$ cat src/include/pbcs_pkg.sv
// constants and types of the basic control and status register pair
package pbcs_pkg;

  // register indices, byte address is index times stride
  localparam int unsigned CTRL_IDX   = 0;
  localparam int unsigned STAT_IDX   = 1;
  localparam int unsigned REG_STRIDE = 4;
  localparam int unsigned ADDR_W     = 8;
  localparam int unsigned REG_W      = 16;
  localparam int unsigned BUS_W      = 32;
  localparam int unsigned MAC_W      = 8;
  localparam int unsigned PIN_N      = 5;

  // control register fields
  localparam int unsigned C_SRST     = 15;
  localparam int unsigned C_LOOP     = 14;
  localparam int unsigned C_SPD_LO   = 13;
  localparam int unsigned C_NEG_EN   = 12;
  localparam int unsigned C_PWD      = 11;
  localparam int unsigned C_ISO      = 10;
  localparam int unsigned C_RESTART  = 9;
  localparam int unsigned C_DUPLEX   = 8;
  localparam int unsigned C_COLTEST  = 7;
  localparam int unsigned C_SPD_HI   = 6;
  localparam logic [15:0] CTRL_RST   = 16'h1140;
  localparam logic [15:0] CTRL_WMASK = 16'h7580;
  localparam logic [15:0] CTRL_FIXED = 16'h0040;

  // status register fields, fixed ability bits equal the reset value
  localparam int unsigned S_NEG_DONE = 5;
  localparam int unsigned S_RFAULT   = 4;
  localparam int unsigned S_LINK     = 2;
  localparam int unsigned S_BABBLE   = 1;
  localparam logic [15:0] STAT_RST   = 16'h7949;

  // pin input order in the synchroniser vector
  localparam int unsigned P_LINK     = 0;
  localparam int unsigned P_DONE     = 1;
  localparam int unsigned P_RFAULT   = 2;
  localparam int unsigned P_BABBLE   = 3;
  localparam int unsigned P_PWD      = 4;

  // link rate codes
  localparam logic [1:0] SPD_10      = 2'h0;
  localparam logic [1:0] SPD_100     = 2'h1;
  localparam logic [1:0] SPD_1000    = 2'h2;
  localparam logic [1:0] SPD_RSV     = 2'h3;

  // bus encodings
  localparam logic [1:0] HTRANS_IDLE = 2'h0;
  localparam logic [1:0] HTRANS_NSEQ = 2'h2;
  localparam logic       HRESP_OKAY  = 1'b0;

  // soft reset duration
  localparam int unsigned CLK_MHZ      = 250;
  localparam int unsigned SOFT_RST_NS  = 1000;
  localparam int unsigned SOFT_RST_CYC =
    (SOFT_RST_NS * CLK_MHZ + 999) / 1000;

  typedef enum logic [0:0] {
    PBCS_RUN  = 1'b0,
    PBCS_SRST = 1'b1
  } pbcs_state_t;

  typedef struct packed {
    logic       loopback;
    logic       isolate;
    logic       neg_enable;
    logic       full_duplex;
    logic       collision_test;
    logic [1:0] forced_speed;
  } pbcs_ctrl_t;

endpackage : pbcs_pkg

$ cat src/hdl/pbcs_sync2.sv
// two-flop synchroniser for a vector of pin levels
`timescale 1ns/100ps
module pbcs_sync2 #(
  parameter int unsigned W = 1
) (
  input  wire logic         ref_clk,
  input  wire logic         rst,
  input  wire logic         ce,
  input  wire logic [W-1:0] d,
  output logic      [W-1:0] q
);

  logic [W-1:0] meta_r;

  always_ff @(posedge ref_clk or posedge rst) begin
    if (rst) begin
      meta_r <= '0;
      q      <= '0;
    end else if (ce) begin
      meta_r <= d;
      q      <= meta_r;
    end
  end

endmodule : pbcs_sync2

$ cat src/hdl/pbcs_regs.sv
// basic control and status registers of the transceiver on ahb-lite
//
// Register access over AHB-Lite was decided locally.
`timescale 1ns/100ps
module pbcs_regs #(
  parameter int unsigned SOFT_RST_CYC = pbcs_pkg::SOFT_RST_CYC,
  parameter int unsigned MAC_W        = pbcs_pkg::MAC_W
) (
  input  wire logic                        ref_clk,
  input  wire logic                        rst,
  input  wire logic                        ce,
  input  wire logic                        hsel,
  input  wire logic [pbcs_pkg::ADDR_W-1:0] haddr,
  input  wire logic [1:0]                  htrans,
  input  wire logic                        hwrite,
  input  wire logic [2:0]                  hsize,
  input  wire logic [pbcs_pkg::BUS_W-1:0]  hwdata,
  input  wire logic                        hready,
  output logic      [pbcs_pkg::BUS_W-1:0]  hrdata,
  output logic                             hreadyout,
  output logic                             hresp,
  input  wire logic                        link_ok_pin,
  input  wire logic                        neg_done_pin,
  input  wire logic                        remote_fault_pin,
  input  wire logic                        babble_pin,
  input  wire logic                        power_down_pin,
  input  wire logic [1:0]                  neg_speed,
  input  wire logic                        neg_duplex,
  input  wire logic [MAC_W-1:0]            mac_tx_d,
  input  wire logic                        mac_tx_en,
  input  wire logic [MAC_W-1:0]            line_rx_d,
  input  wire logic                        line_rx_dv,
  input  wire logic                        line_col,
  output logic      [MAC_W-1:0]            mac_rx_d,
  output logic                             mac_rx_dv,
  output logic                             mac_col,
  output logic                             mac_oe,
  output logic      [MAC_W-1:0]            line_tx_d,
  output logic                             line_tx_en,
  output pbcs_pkg::pbcs_ctrl_t             ctrl,
  output logic      [1:0]                  link_speed,
  output logic                             link_full_duplex,
  output logic                             speed_reserved,
  output logic                             neg_restart,
  output logic                             xcvr_rst
);

  localparam int unsigned CNT_W = $clog2(SOFT_RST_CYC + 1);
  localparam logic [CNT_W-1:0] CNT_LOAD = CNT_W'(SOFT_RST_CYC - 1);
  localparam logic [CNT_W-1:0] CNT_ZERO = '0;
  localparam logic [CNT_W-1:0] CNT_ONE  = CNT_W'(1);
  localparam logic [15:0]      CTRL_INIT =
    pbcs_pkg::CTRL_RST & pbcs_pkg::CTRL_WMASK;

  // byte address match of a register index, used for reads and writes
  function automatic logic hit(
    input logic [pbcs_pkg::ADDR_W-1:0] a,
    input int unsigned                 idx
  );
    hit = (a == pbcs_pkg::ADDR_W'(idx * pbcs_pkg::REG_STRIDE));
  endfunction : hit

  // pin synchronisers
  // every pin crosses two flops before any logic reads it
  logic [pbcs_pkg::PIN_N-1:0] pin_raw;
  logic [pbcs_pkg::PIN_N-1:0] pin_s;

  assign pin_raw[pbcs_pkg::P_LINK]   = link_ok_pin;
  assign pin_raw[pbcs_pkg::P_DONE]   = neg_done_pin;
  assign pin_raw[pbcs_pkg::P_RFAULT] = remote_fault_pin;
  assign pin_raw[pbcs_pkg::P_BABBLE] = babble_pin;
  assign pin_raw[pbcs_pkg::P_PWD]    = power_down_pin;

  pbcs_sync2 #(
    .W (pbcs_pkg::PIN_N)
  ) u_sync (
    .ref_clk (ref_clk),
    .rst     (rst),
    .ce      (ce),
    .d       (pin_raw),
    .q       (pin_s)
  );

  wire link_s   = pin_s[pbcs_pkg::P_LINK];
  wire done_s   = pin_s[pbcs_pkg::P_DONE];
  wire rfault_s = pin_s[pbcs_pkg::P_RFAULT];
  wire babble_s = pin_s[pbcs_pkg::P_BABBLE];
  wire pwd_s    = pin_s[pbcs_pkg::P_PWD];

  // bus address and data phase
  // a read right after a write to the same register sees the old value:
  // the write lands in its data phase, read data load at the address
  // edge, and nothing is forwarded between the two
  logic                 wr_ctrl_r;
  logic                 wr_ctrl_nxt;
  logic                 hrdata_en;
  logic [15:0]          rd_val;

  wire addr_take = ce & hsel & hready & htrans[1];
  wire rd_take   = addr_take & ~hwrite;
  wire wr_take   = addr_take & hwrite;
  wire a_ctrl    = hit(haddr, pbcs_pkg::CTRL_IDX);
  wire a_stat    = hit(haddr, pbcs_pkg::STAT_IDX);
  wire rd_stat   = rd_take & a_stat;

  // zero wait states, a low clock enable stretches the data phase
  assign hreadyout   = ce;
  assign hresp       = pbcs_pkg::HRESP_OKAY;
  assign wr_ctrl_nxt = wr_take & a_ctrl;
  assign hrdata_en   = rd_take;

  // soft reset sequencer
  // control writes are dropped while busy so the reset value holds
  pbcs_pkg::pbcs_state_t state_r;
  pbcs_pkg::pbcs_state_t state_nxt;
  logic [CNT_W-1:0]      cnt_r;
  logic [CNT_W-1:0]      cnt_nxt;
  logic [15:0]           ctrl_r;
  logic [15:0]           ctrl_nxt;
  logic                  restart_nxt;

  wire        wr_do   = wr_ctrl_r & ce & (state_r == pbcs_pkg::PBCS_RUN);
  wire [15:0] wdata   = hwdata[pbcs_pkg::REG_W-1:0];
  wire        srst_go = wr_do & wdata[pbcs_pkg::C_SRST];

  always_comb begin
    state_nxt = state_r;
    cnt_nxt   = cnt_r;
    unique case (state_r)
      pbcs_pkg::PBCS_RUN: begin
        if (srst_go) begin
          state_nxt = pbcs_pkg::PBCS_SRST;
          cnt_nxt   = CNT_LOAD;
        end
      end
      pbcs_pkg::PBCS_SRST: begin
        if (cnt_r == CNT_ZERO) begin
          state_nxt = pbcs_pkg::PBCS_RUN;
        end else begin
          cnt_nxt = cnt_r - CNT_ONE;
        end
      end
    endcase
  end

  // only writable control bits are stored
  always_comb begin
    ctrl_nxt = ctrl_r;
    if (state_r == pbcs_pkg::PBCS_SRST) begin
      ctrl_nxt = CTRL_INIT;
    end else if (wr_do && !srst_go) begin
      ctrl_nxt = wdata & pbcs_pkg::CTRL_WMASK;
    end
  end

  assign restart_nxt = wr_do & ~srst_go & wdata[pbcs_pkg::C_RESTART];

  always_ff @(posedge ref_clk or posedge rst) begin
    if (rst) begin
      state_r   <= pbcs_pkg::PBCS_RUN;
      cnt_r     <= CNT_ZERO;
      wr_ctrl_r <= 1'b0;
      ctrl_r    <= CTRL_INIT;
    end else if (ce) begin
      state_r   <= state_nxt;
      cnt_r     <= cnt_nxt;
      wr_ctrl_r <= wr_ctrl_nxt;
      ctrl_r    <= ctrl_nxt;
    end
  end

  // restart is a one-cycle pulse and is never stored
  always_ff @(posedge ref_clk or posedge rst) begin
    if (rst) begin
      neg_restart <= 1'b0;
    end else if (ce) begin
      neg_restart <= restart_nxt;
    end
  end

  wire srst_busy = (state_r == pbcs_pkg::PBCS_SRST);
  assign xcvr_rst = srst_busy;

  // status bits
  localparam int unsigned FLAG_N  = 2;
  localparam int unsigned FLAG_RF = 0;
  localparam int unsigned FLAG_BB = 1;

  logic              link_lat_r;
  logic              link_lat_nxt;
  wire  [FLAG_N-1:0] flag_set;
  wire  [FLAG_N-1:0] flag_q;

  assign flag_set[FLAG_RF] = rfault_s;
  assign flag_set[FLAG_BB] = babble_s;

  // clear-on-read flags; a live event wins over the clear of a read
  for (genvar g = 0; g < FLAG_N; g++) begin : g_flag
    logic flag_r;
    wire  flag_nxt = flag_set[g] | (flag_r & ~rd_stat);

    always_ff @(posedge ref_clk or posedge rst) begin
      if (rst) begin
        flag_r <= 1'b0;
      end else if (ce) begin
        flag_r <= srst_busy ? 1'b0 : flag_nxt;
      end
    end

    assign flag_q[g] = flag_r;
  end

  wire rfault_flag = flag_q[FLAG_RF];
  wire babble_flag = flag_q[FLAG_BB];

  // latched low: a read rearms the latch to the live level
  assign link_lat_nxt = link_s & (link_lat_r | rd_stat);

  always_ff @(posedge ref_clk or posedge rst) begin
    if (rst) begin
      link_lat_r <= 1'b0;
    end else if (ce) begin
      link_lat_r <= srst_busy ? 1'b0 : link_lat_nxt;
    end
  end

  // read data
  logic [15:0] ctrl_view;
  logic [15:0] stat_view;

  // live bits are merged over the stored control value
  always_comb begin
    ctrl_view = ctrl_r | pbcs_pkg::CTRL_FIXED;
    ctrl_view[pbcs_pkg::C_SRST]    = srst_busy;
    ctrl_view[pbcs_pkg::C_PWD]     = pwd_s;
    ctrl_view[pbcs_pkg::C_RESTART] = 1'b0;
  end

  always_comb begin
    // fixed abilities: 14..11, 8, 6, 3, 0 read one
    stat_view = pbcs_pkg::STAT_RST;
    stat_view[pbcs_pkg::S_NEG_DONE] = done_s;
    stat_view[pbcs_pkg::S_RFAULT]   = rfault_flag;
    stat_view[pbcs_pkg::S_LINK]     = link_lat_r;
    stat_view[pbcs_pkg::S_BABBLE]   = babble_flag;
  end

  assign rd_val = a_ctrl ? ctrl_view :
                  a_stat ? stat_view : 16'h0000;

  always_ff @(posedge ref_clk or posedge rst) begin
    if (rst) begin
      hrdata <= '0;
    end else if (hrdata_en) begin
      hrdata <= {16'h0000, rd_val};
    end
  end

  // control outputs
  wire neg_en   = ctrl_r[pbcs_pkg::C_NEG_EN];
  wire [1:0] fspd = {ctrl_view[pbcs_pkg::C_SPD_HI],
                     ctrl_r[pbcs_pkg::C_SPD_LO]};

  assign ctrl.loopback       = ctrl_r[pbcs_pkg::C_LOOP];
  assign ctrl.isolate        = ctrl_r[pbcs_pkg::C_ISO];
  assign ctrl.neg_enable     = neg_en;
  assign ctrl.full_duplex    = ctrl_r[pbcs_pkg::C_DUPLEX];
  assign ctrl.collision_test = ctrl_r[pbcs_pkg::C_COLTEST];
  assign ctrl.forced_speed   = fspd;

  wire       fspd_rsv  = ~neg_en & (fspd == pbcs_pkg::SPD_RSV);
  wire [1:0] speed_nxt = neg_en ? neg_speed : fspd;
  wire       dup_nxt   = neg_en ? neg_duplex
                                : ctrl_r[pbcs_pkg::C_DUPLEX];

  // a reserved forced code keeps the previous rate
  always_ff @(posedge ref_clk or posedge rst) begin
    if (rst) begin
      link_speed       <= pbcs_pkg::SPD_10;
      link_full_duplex <= 1'b0;
      speed_reserved   <= 1'b0;
    end else if (ce) begin
      if (!fspd_rsv) begin
        link_speed <= speed_nxt;
      end
      link_full_duplex <= dup_nxt;
      speed_reserved   <= fspd_rsv;
    end
  end

  // mac side data path
  // loopback keeps the line quiet so looped data are not also sent;
  // the collision test echoes transmit enable onto the collision output while isolate is clear
  wire loop_on = ctrl_r[pbcs_pkg::C_LOOP];
  wire iso_on  = ctrl_r[pbcs_pkg::C_ISO];
  wire ct_on   = ctrl_r[pbcs_pkg::C_COLTEST];

  wire [MAC_W-1:0] rx_d_sel  = loop_on ? mac_tx_d : line_rx_d;
  wire             rx_dv_sel = loop_on ? mac_tx_en : line_rx_dv;
  wire             col_sel   = ct_on ? mac_tx_en
                                     : (line_col & ~loop_on);

  always_ff @(posedge ref_clk or posedge rst) begin
    if (rst) begin
      mac_rx_d   <= '0;
      mac_rx_dv  <= 1'b0;
      mac_col    <= 1'b0;
      mac_oe     <= 1'b0;
      line_tx_d  <= '0;
      line_tx_en <= 1'b0;
    end else if (ce) begin
      mac_rx_d   <= iso_on ? '0 : rx_d_sel;
      mac_rx_dv  <= rx_dv_sel & ~iso_on;
      mac_col    <= col_sel & ~iso_on;
      mac_oe     <= ~iso_on & ~srst_busy;
      line_tx_d  <= (loop_on | iso_on) ? '0 : mac_tx_d;
      line_tx_en <= mac_tx_en & ~loop_on & ~iso_on;
    end
  end

  // hsize and htrans bit 0 are ignored silently, every access is a word
  wire unused_ok = &{1'b0, hsize, htrans[0]};

endmodule : pbcs_regs

$ cat config.mk
export PLATFORM = sky130hd
export DESIGN_NAME = pbcs_regs
export DESIGN_NICKNAME = d
export VERILOG_FILES = /design/src/include/pbcs_pkg.sv /design/src/hdl/pbcs_sync2.sv /design/src/hdl/pbcs_regs.sv
export SDC_FILE = /design/constraint.sdc
export NUM_CORES = 1
export LEC_CHECK = 0
export ABC_CLOCK_PERIOD_IN_PS = 3500
export BUFFER_PORTS_ARGS = -buffer_cell sky130_fd_sc_hd__buf_2
export CAP_MARGIN = 20
export CORE_MARGIN = 2
export CORE_UTILIZATION = 47
export CTS_CLUSTER_SIZE = 12
export DETAILED_ROUTE_END_ITERATION = 7
export PLACE_DENSITY = 0.86
export SETUP_SLACK_MARGIN = 0.4
export SLEW_MARGIN = 30
export SYNTH_ARGS = -nofsm -noshare
export SYNTH_HDL_FRONTEND = slang
export SYNTH_SLANG_ARGS = --single-unit
$ cat constraint.sdc
create_clock -name ref_clk -period 3.5 [get_ports ref_clk]
set_input_delay 1.05 -clock ref_clk [delete_from_list [all_inputs] [get_ports ref_clk]]
set_output_delay 1.05 -clock ref_clk [all_outputs]
set_load 0.1 [all_outputs]
==> results of run 1 <==
registers in the layout, summed over array words and instances (netlist names):
register / cells
babble_flag: 1
cnt_r: 8
ctrl_r: 6
g_flag.flag_r: 1
hrdata: 14
line_tx_d: 8
line_tx_en: 1
link_full_duplex: 1
link_lat_r: 1
link_speed: 2
mac_col: 1
mac_oe: 1
mac_rx_d: 8
mac_rx_dv: 1
neg_restart: 1
speed_reserved: 1
u_sync.meta_r: 5
u_sync.q: 5
wr_ctrl_r: 1
xcvr_rst: 1
per-layer routing:
metal,up-vias,GRT usage (%),part of all wire (%)
li1,1195,-,-
met1,1198,25.3,42
met2,96,31.4,49
met3,16,3.46,5.7
met4,0,10.2,2.8
met5,-,0,0
cell families (layout without fill, tap and decap cells):
family,count (synthesis),after routing,synth area share (%)
other,2,19,0.240
and+or+nand+nor,73,73,11.6
DFF,68,68,54.5
xor gates and xnor gates,1,1,0.280
adders and majority gates,2,2,0.800
buffers and inverters,65,150,10.5
muxes,25,25,8.44
AOI/OAI and AO/OA,66,66,13.6
final timing paths:
path	endpoint	slack [ps]	cells after the start
min reg2reg	hrdata[14]	480	2
max reg2reg	cnt_r[4]	1590	6
min in group asynchronous	cnt_r[4]	810	2
max	ctrl[4]	1010	1
min	hrdata[14]	480	2
max in group asynchronous	ctrl_r[12]	1930	3
per-stage QoR:
step | instances | total power (W) | util, % | hold WS (ps) | setup slack, ps
floorplan | 319 | 0.00201 | - | 460 | 742
global placement | 465 | 0.00217 | 56.7 | 454 | 776
detailed placement | 465 | 0.00221 | 56.7 | 472 | 746
CTS | 481 | 0.00301 | 60.6 | 488 | 1010
global route | 481 | 0.00313 | 60.6 | 504 | 911
finish | 481 | 0.00300 | 60.6 | 479 | 1010
power by group through the flow:
stage	logic, W	registers (W)	clock network, W
floorplan	0.000457	0.00156	0
global placement	0.00110	0.00107	0
detailed placement	0.00113	0.00108	0
CTS	0.00113	0.00107	0.000812
global route	0.00118	0.00109	0.000857
finish	0.00112	0.00107	0.000801
area by class of cell:
class | count | area, um2
clock buffers | 12 | 155
well taps | 77 | 96.3
inverters | 31 | 116
multi-input cells | 186 | 1160
fillers | 534 | 2510
flip-flops and latches | 68 | 1700
clock inverters | 4 | 95.1
repair buffers | 103 | 546
synthesized netlist by cell type (2+ instances only):
master	number
buf_1	3
a31oi_1	2
nor2_1	14
a22oi_1	5
nand3_1	5
conb_1	2
a211oi_1	2
o21ai_0	14
o22ai_1	17
buf_4	21
a22o_1	4
mux2i_1	14
nor3_2	2
nand2b_1	3
nand2_1	31
a21oi_1	8
dfstp_2	2
o31ai_1	8
and3_1	2
dfrtp_1	66
a21boi_0	2
mux2_2	11
buf_2	5
nor2b_1	2
clkbuf_1	5
nor3_1	3
inv_1	31
ha_1	2
cells in the final DEF, fill, tap and decap left out, drive strengths merged, types with 11 or more instances in the layout:
cell type and instances:
buf 103, clkbuf 12, conb 19, dfrtp 66, inv 31, mux2 11
mux2i 14, nand2 31, nor2 14, o21ai 14, o22ai 17
==> results.json, run 1 <==
{
  "dpl.hpwl_um": 5120,
  "finalMaxSlewViolations": 0,
  "worst_setup_hold_path_clk_slew_ps": 70,
  "power.internal_w": 0.00170,
  "dr.pass1.iters": 4,
  "cts_hold_buf": 0,
  "max_slew_margin_pct": 53.3,
  "synth_edf_count": 0,
  "die_h_um": 85.6,
  "drt.antenna.violating_nets": 0,
  "min_period_over_period_pct": 71.2,
  "status": "finished, final reports clean",
  "place_congestion": 0.888,
  "rows": 29,
  "r2r-start": "cnt_r[0]",
  "crit_path_end_kind": "output pin",
  "fmax_mhz": 401,
  "synth_flop_cell": "dfrtp_1",
  "first_global_vias": 2396,
  "power_frac_clock_pct": 26.7,
  "first_iter_violations": 165,
  "hp-start": "hrdata[14]",
  "cp_data_required_time_ps": 2450,
  "synthToLayoutAreaGrowth_pct": 23.8,
  "ioPinCount": 145,
  "clkLatencyLatePin_ps": 350,
  "crit_path_start_kind": "flip-flop",
  "seqPwrFrac_pct": 35.7,
  "postCtsResizedCells": 0,
  "hold_viol": 0,
  "maxCapViolCount": 0,
  "path_class": "reg -> out",
  "ys_seq_area_share_pct": 54.5,
  "path_buf_inv": 1,
  "antenna_cells": 0,
  "ys_ff_latch": 68,
  "grt_pass1_wl_um": 11200,
  "netlist_instances": 302,
  "chipWidth_um": 85.6,
  "peakVddDrop_mv": 0.422,
  "ys.warnings.count": 0,
  "dieArea_mm2": 0.00733,
  "drc": 0,
  "arrival_ps": 1440,
  "combPwrFrac_pct": 37.5,
  "switchingPower_w": 0.00130,
  "routed_via_density": 5.21,
  "p_leak_nw": 2.01,
  "crit_start": "ctrl_r[12]",
  "syn_avg_cell_area_um2": 10.4,
  "min_period_ps": 2490,
  "cts_made_buffers": 9,
  "cts.sinks": 68,
  "synth_largest_area_cell": "dfrtp_1",
  "grt_setup_unrepaired": "no",
  "dpl_cell_area_mm2": 0.00362,
  "yosys-top-cells-area": "dfrtp_1 (53%), buf_4 (5.0%), mux2i_1 (4.5%)",
  "worstPathCellList": "buf_2",
  "postCtsSetupBuffers": 0,
  "cts_tree": "done",
  "core_mm2": 0.00639,
  "synth_top_area_share_pct": 52.8,
  "numPortBuffers": 97,
  "critPathSlowestCell": "dfstp_2",
  "syn_area_mm2": 0.00313,
  "final.setup.tns_ps": 0,
  "power_density_mw_per_mm2": 773,
  "start_util_pct": 49.0,
  "max_stage_delay_ps": 640,
  "antenna_found_initial": 0,
  "grtUsageTotal_pct": 19.5,
  "swShare_pct": 43.4,
  "via_count": 2505,
  "grt_max_degree": 35,
  "htreeDepth": 3,
  "clockBufferDepth": 2,
  "wire_per_inst_um": 14.4,
  "path_max_fanout": 8,
  "layout-drive-gt1-share_pct": 33.7,
  "tightest_slew_ps": 700,
  "final_nets": 479,
  "hold_class": "reg -> reg",
  "clock-root-buffer": "clkbuf_8",
  "async_reset_ff_share_pct": 100,
  "ys_types": 44,
  "setup_violations": 0,
  "drt-total-wl_um": 6940,
  "critPathTopFamily": "flip-flops",
  "postLayoutCellArea_mm2": 0.00387,
  "grt_overflow": 0,
  "fin_worst_skew_ps": 14.8
}
No activity file was read; power rests on OpenSTA's default activity.
==> run 2, diff against run 1 <==
Settings changed: ABC_CLOCK_PERIOD_IN_PS 3500 to 2250, CORE_UTILIZATION 47 to 42, PLACE_DENSITY 0.86 to 0.82.
Clock period 3.5 ns to 2.25 ns, I/O delays scaled along.
==> run 2 against run 1 <==
  * Die area rose by 11%
  * Worst hold slack got worse by 100 ps
  * Sequential cell count did not move
  * Critical path type unchanged
  * Critical endpoint is now hrdata[0]
  * Largest cell class unchanged
==> results.json, run 2 (same netlist as run 1, synthesis figures left out) <==
{
  "r2r_slack_ps": 620,
  "clock-root-buffer": "clkbuf_8",
  "power_frac_clock_pct": 22.1,
  "crit_start": "hrdata[3]",
  "layoutNonFillerInstCount": 511,
  "first_global_vias": 2466,
  "grt_pass1_wl_um": 11900,
  "cts_hold_buf": 0,
  "numPortBuffers": 97,
  "wire_per_inst_um": 14.1,
  "placedCellCount": 494,
  "setup_violations": 0,
  "antenna_found_initial": 0,
  "routed_via_density": 4.92,
  "seqPwrFrac_pct": 36.5,
  "postLayoutCellArea_mm2": 0.00399,
  "path_class": "reg -> out",
  "grtUsageTotal_pct": 18.2,
  "hold_viol": 0,
  "path_buf_inv": 1,
  "arrival_ps": 1140,
  "fin_worst_skew_ps": 8.28,
  "swShare_pct": 45.9,
  "via_count": 2513,
  "first_iter_violations": 172,
  "drt-total-wl_um": 7190,
  "hold_class": "in -> async",
  "fmax_mhz": 551,
  "htreeDepth": 3,
  "ioPinCount": 145,
  "start_util_pct": 43.4,
  "crit_path_end_kind": "output pin",
  "combPwrFrac_pct": 41.4,
  "antenna_cells": 0,
  "layout-drive-gt1-share_pct": 35.7,
  "critPathCapture": "hrdata[0]",
  "cts_tree": "done",
  "clkLatencyLatePin_ps": 340,
  "cts_made_buffers": 9,
  "power_density_mw_per_mm2": 1140,
  "r2r-start": "cnt_r[0]",
  "crit_path_start_kind": "flip-flop",
  "clockBufferDepth": 2,
  "r2r_cells": 7,
  "worstPathCellList": "buf_2",
  "hold-worst-slack_ps": 376,
  "min_period_over_period_pct": 80.7,
  "peakVddDrop_mv": 0.465,
  "max_stage_delay_ps": 420,
  "final_nets": 487,
  "rows": 31,
  "grt_max_degree": 29,
  "post-route-util_pct": 55.4,
  "r2r-end": "cnt_r[3]",
  "critPathSlowestCell": "buf_2",
  "min_period_ps": 1810,
  "critPathTopFamily": "buffers and inverters",
  "core_mm2": 0.00721,
  "largest_reg_flops": 14,
  "dr.pass1.iters": 4,
  "worst_setup_hold_path_clk_slew_ps": 80,
  "grt_overflow": 0,
  "drc": 0,
  "chipWidth_um": 90.3,
  "power.internal_w": 0.00247,
  "layout_commonest_cell": "buf_2",
  "max_slew_margin_pct": 64.3,
  "path_max_fanout": 3,
  "switchingPower_w": 0.00210,
  "die_h_um": 90.3,
  "tightest_slew_ps": 534,
  "grt_setup_unrepaired": "yes",
  "dpl.hpwl_um": 5420,
  "cts.sinks": 68,
  "cp_num_cells": 1,
  "synthToLayoutAreaGrowth_pct": 27.6,
  "final.setup.tns_ps": 0,
  "finalMaxSlewViolations": 0,
  "dieArea_mm2": 0.00816,
  "place_congestion": 0.877,
  "status": "finished, final reports clean",
  "drt.antenna.violating_nets": 0,
  "final_cell_mix": "buf_2 (84), dfrtp_1 (64), nand2_1 (31), inv_1 (30), conb_1 (19)",
  "cp_data_required_time_ps": 1570,
  "p_leak_nw": 2.03,
  "dpl_cell_area_mm2": 0.00374,
  "top_register": "hrdata",
  "maxCapViolCount": 0
}
==> run 2: cell types whose count changed in the layout (fill, tap and decap cells not counted), moves of 3 or more <==
cell	delta
clkinvlp_4	+4
buf_4	+10
buf_2	-12
clkbuf_4	+5
buf_12	+3
==> run 2: what timing repair did <==
action                                  CTS  global route
endpoints found under the setup margin    6             9
pin swaps                                 0             0
buffers inserted                          0             1
gates resized for setup                  11             6
==> run 2: worst min path at each step <==
| stage | start | endpoint | slack [ps] |
|---|---|---|---|
| after floorplan | babble_flag | hrdata[1] | 460 |
| after global placement | hrdata[12] | hrdata[12] | 450 |
| after detailed placement | hrdata[14] | hrdata[14] | 470 |
| after CTS | rst | mac_rx_d[0] | 380 |
| after global routing | rst | mac_rx_d[0] | 410 |
| final | rst | line_tx_d[1] | 380 |
==> run 2: area by class of cell <==
| class | count | area (um2) |
|---|---|---|
| inverter | 31 | 120 |
| clock buffer | 9 | 124 |
| multi-input combinational | 186 | 1160 |
| fill | 681 | 3220 |
| tap | 99 | 124 |
| sequential | 68 | 1710 |
| timing repair buffer | 111 | 684 |
| clock inverter | 7 | 75.1 |
==> run 2: metrics by stage <==
| stage | setup WS [ps] | total power [W] |
|---|---|---|
| after floorplan | 410 | 0.00313 |
| after global placement | 333 | 0.00345 |
| after detailed placement | 320 | 0.00350 |
| after CTS | 328 | 0.00457 |
| after global routing | 382 | 0.00477 |
| final | 435 | 0.00456 |
==> run 2: power by group through the flow <==
stage	registers [W]	logic, W	clock network (W)
finish	0.00167	0.00189	0.00101
global route	0.00170	0.00198	0.00109
CTS	0.00167	0.00186	0.00104
detailed placement	0.00169	0.00182	0
global placement	0.00167	0.00177	0
floorplan	0.00242	0.000711	0
==> run 2: worst reg2reg max path, cell delays in order (launching register included) <==
cell and delay, ps:
dfrtp_1 390, inv_1 80, ha_1 230, nor3b_1 140, buf_4 150, a211oi_1 330
nor3_1 80, a21oi_1 150
==> run 2: per-layer routing <==
layer | up-vias | global-route usage, % | share of wire (%)
li1 | 1215 | - | -
met1 | 1233 | 23.8 | 45
met2 | 61 | 30.3 | 50
met3 | 4 | 4.42 | 4.1
met4 | 0 | 5.00 | 0.38
met5 | - | 0 | 0
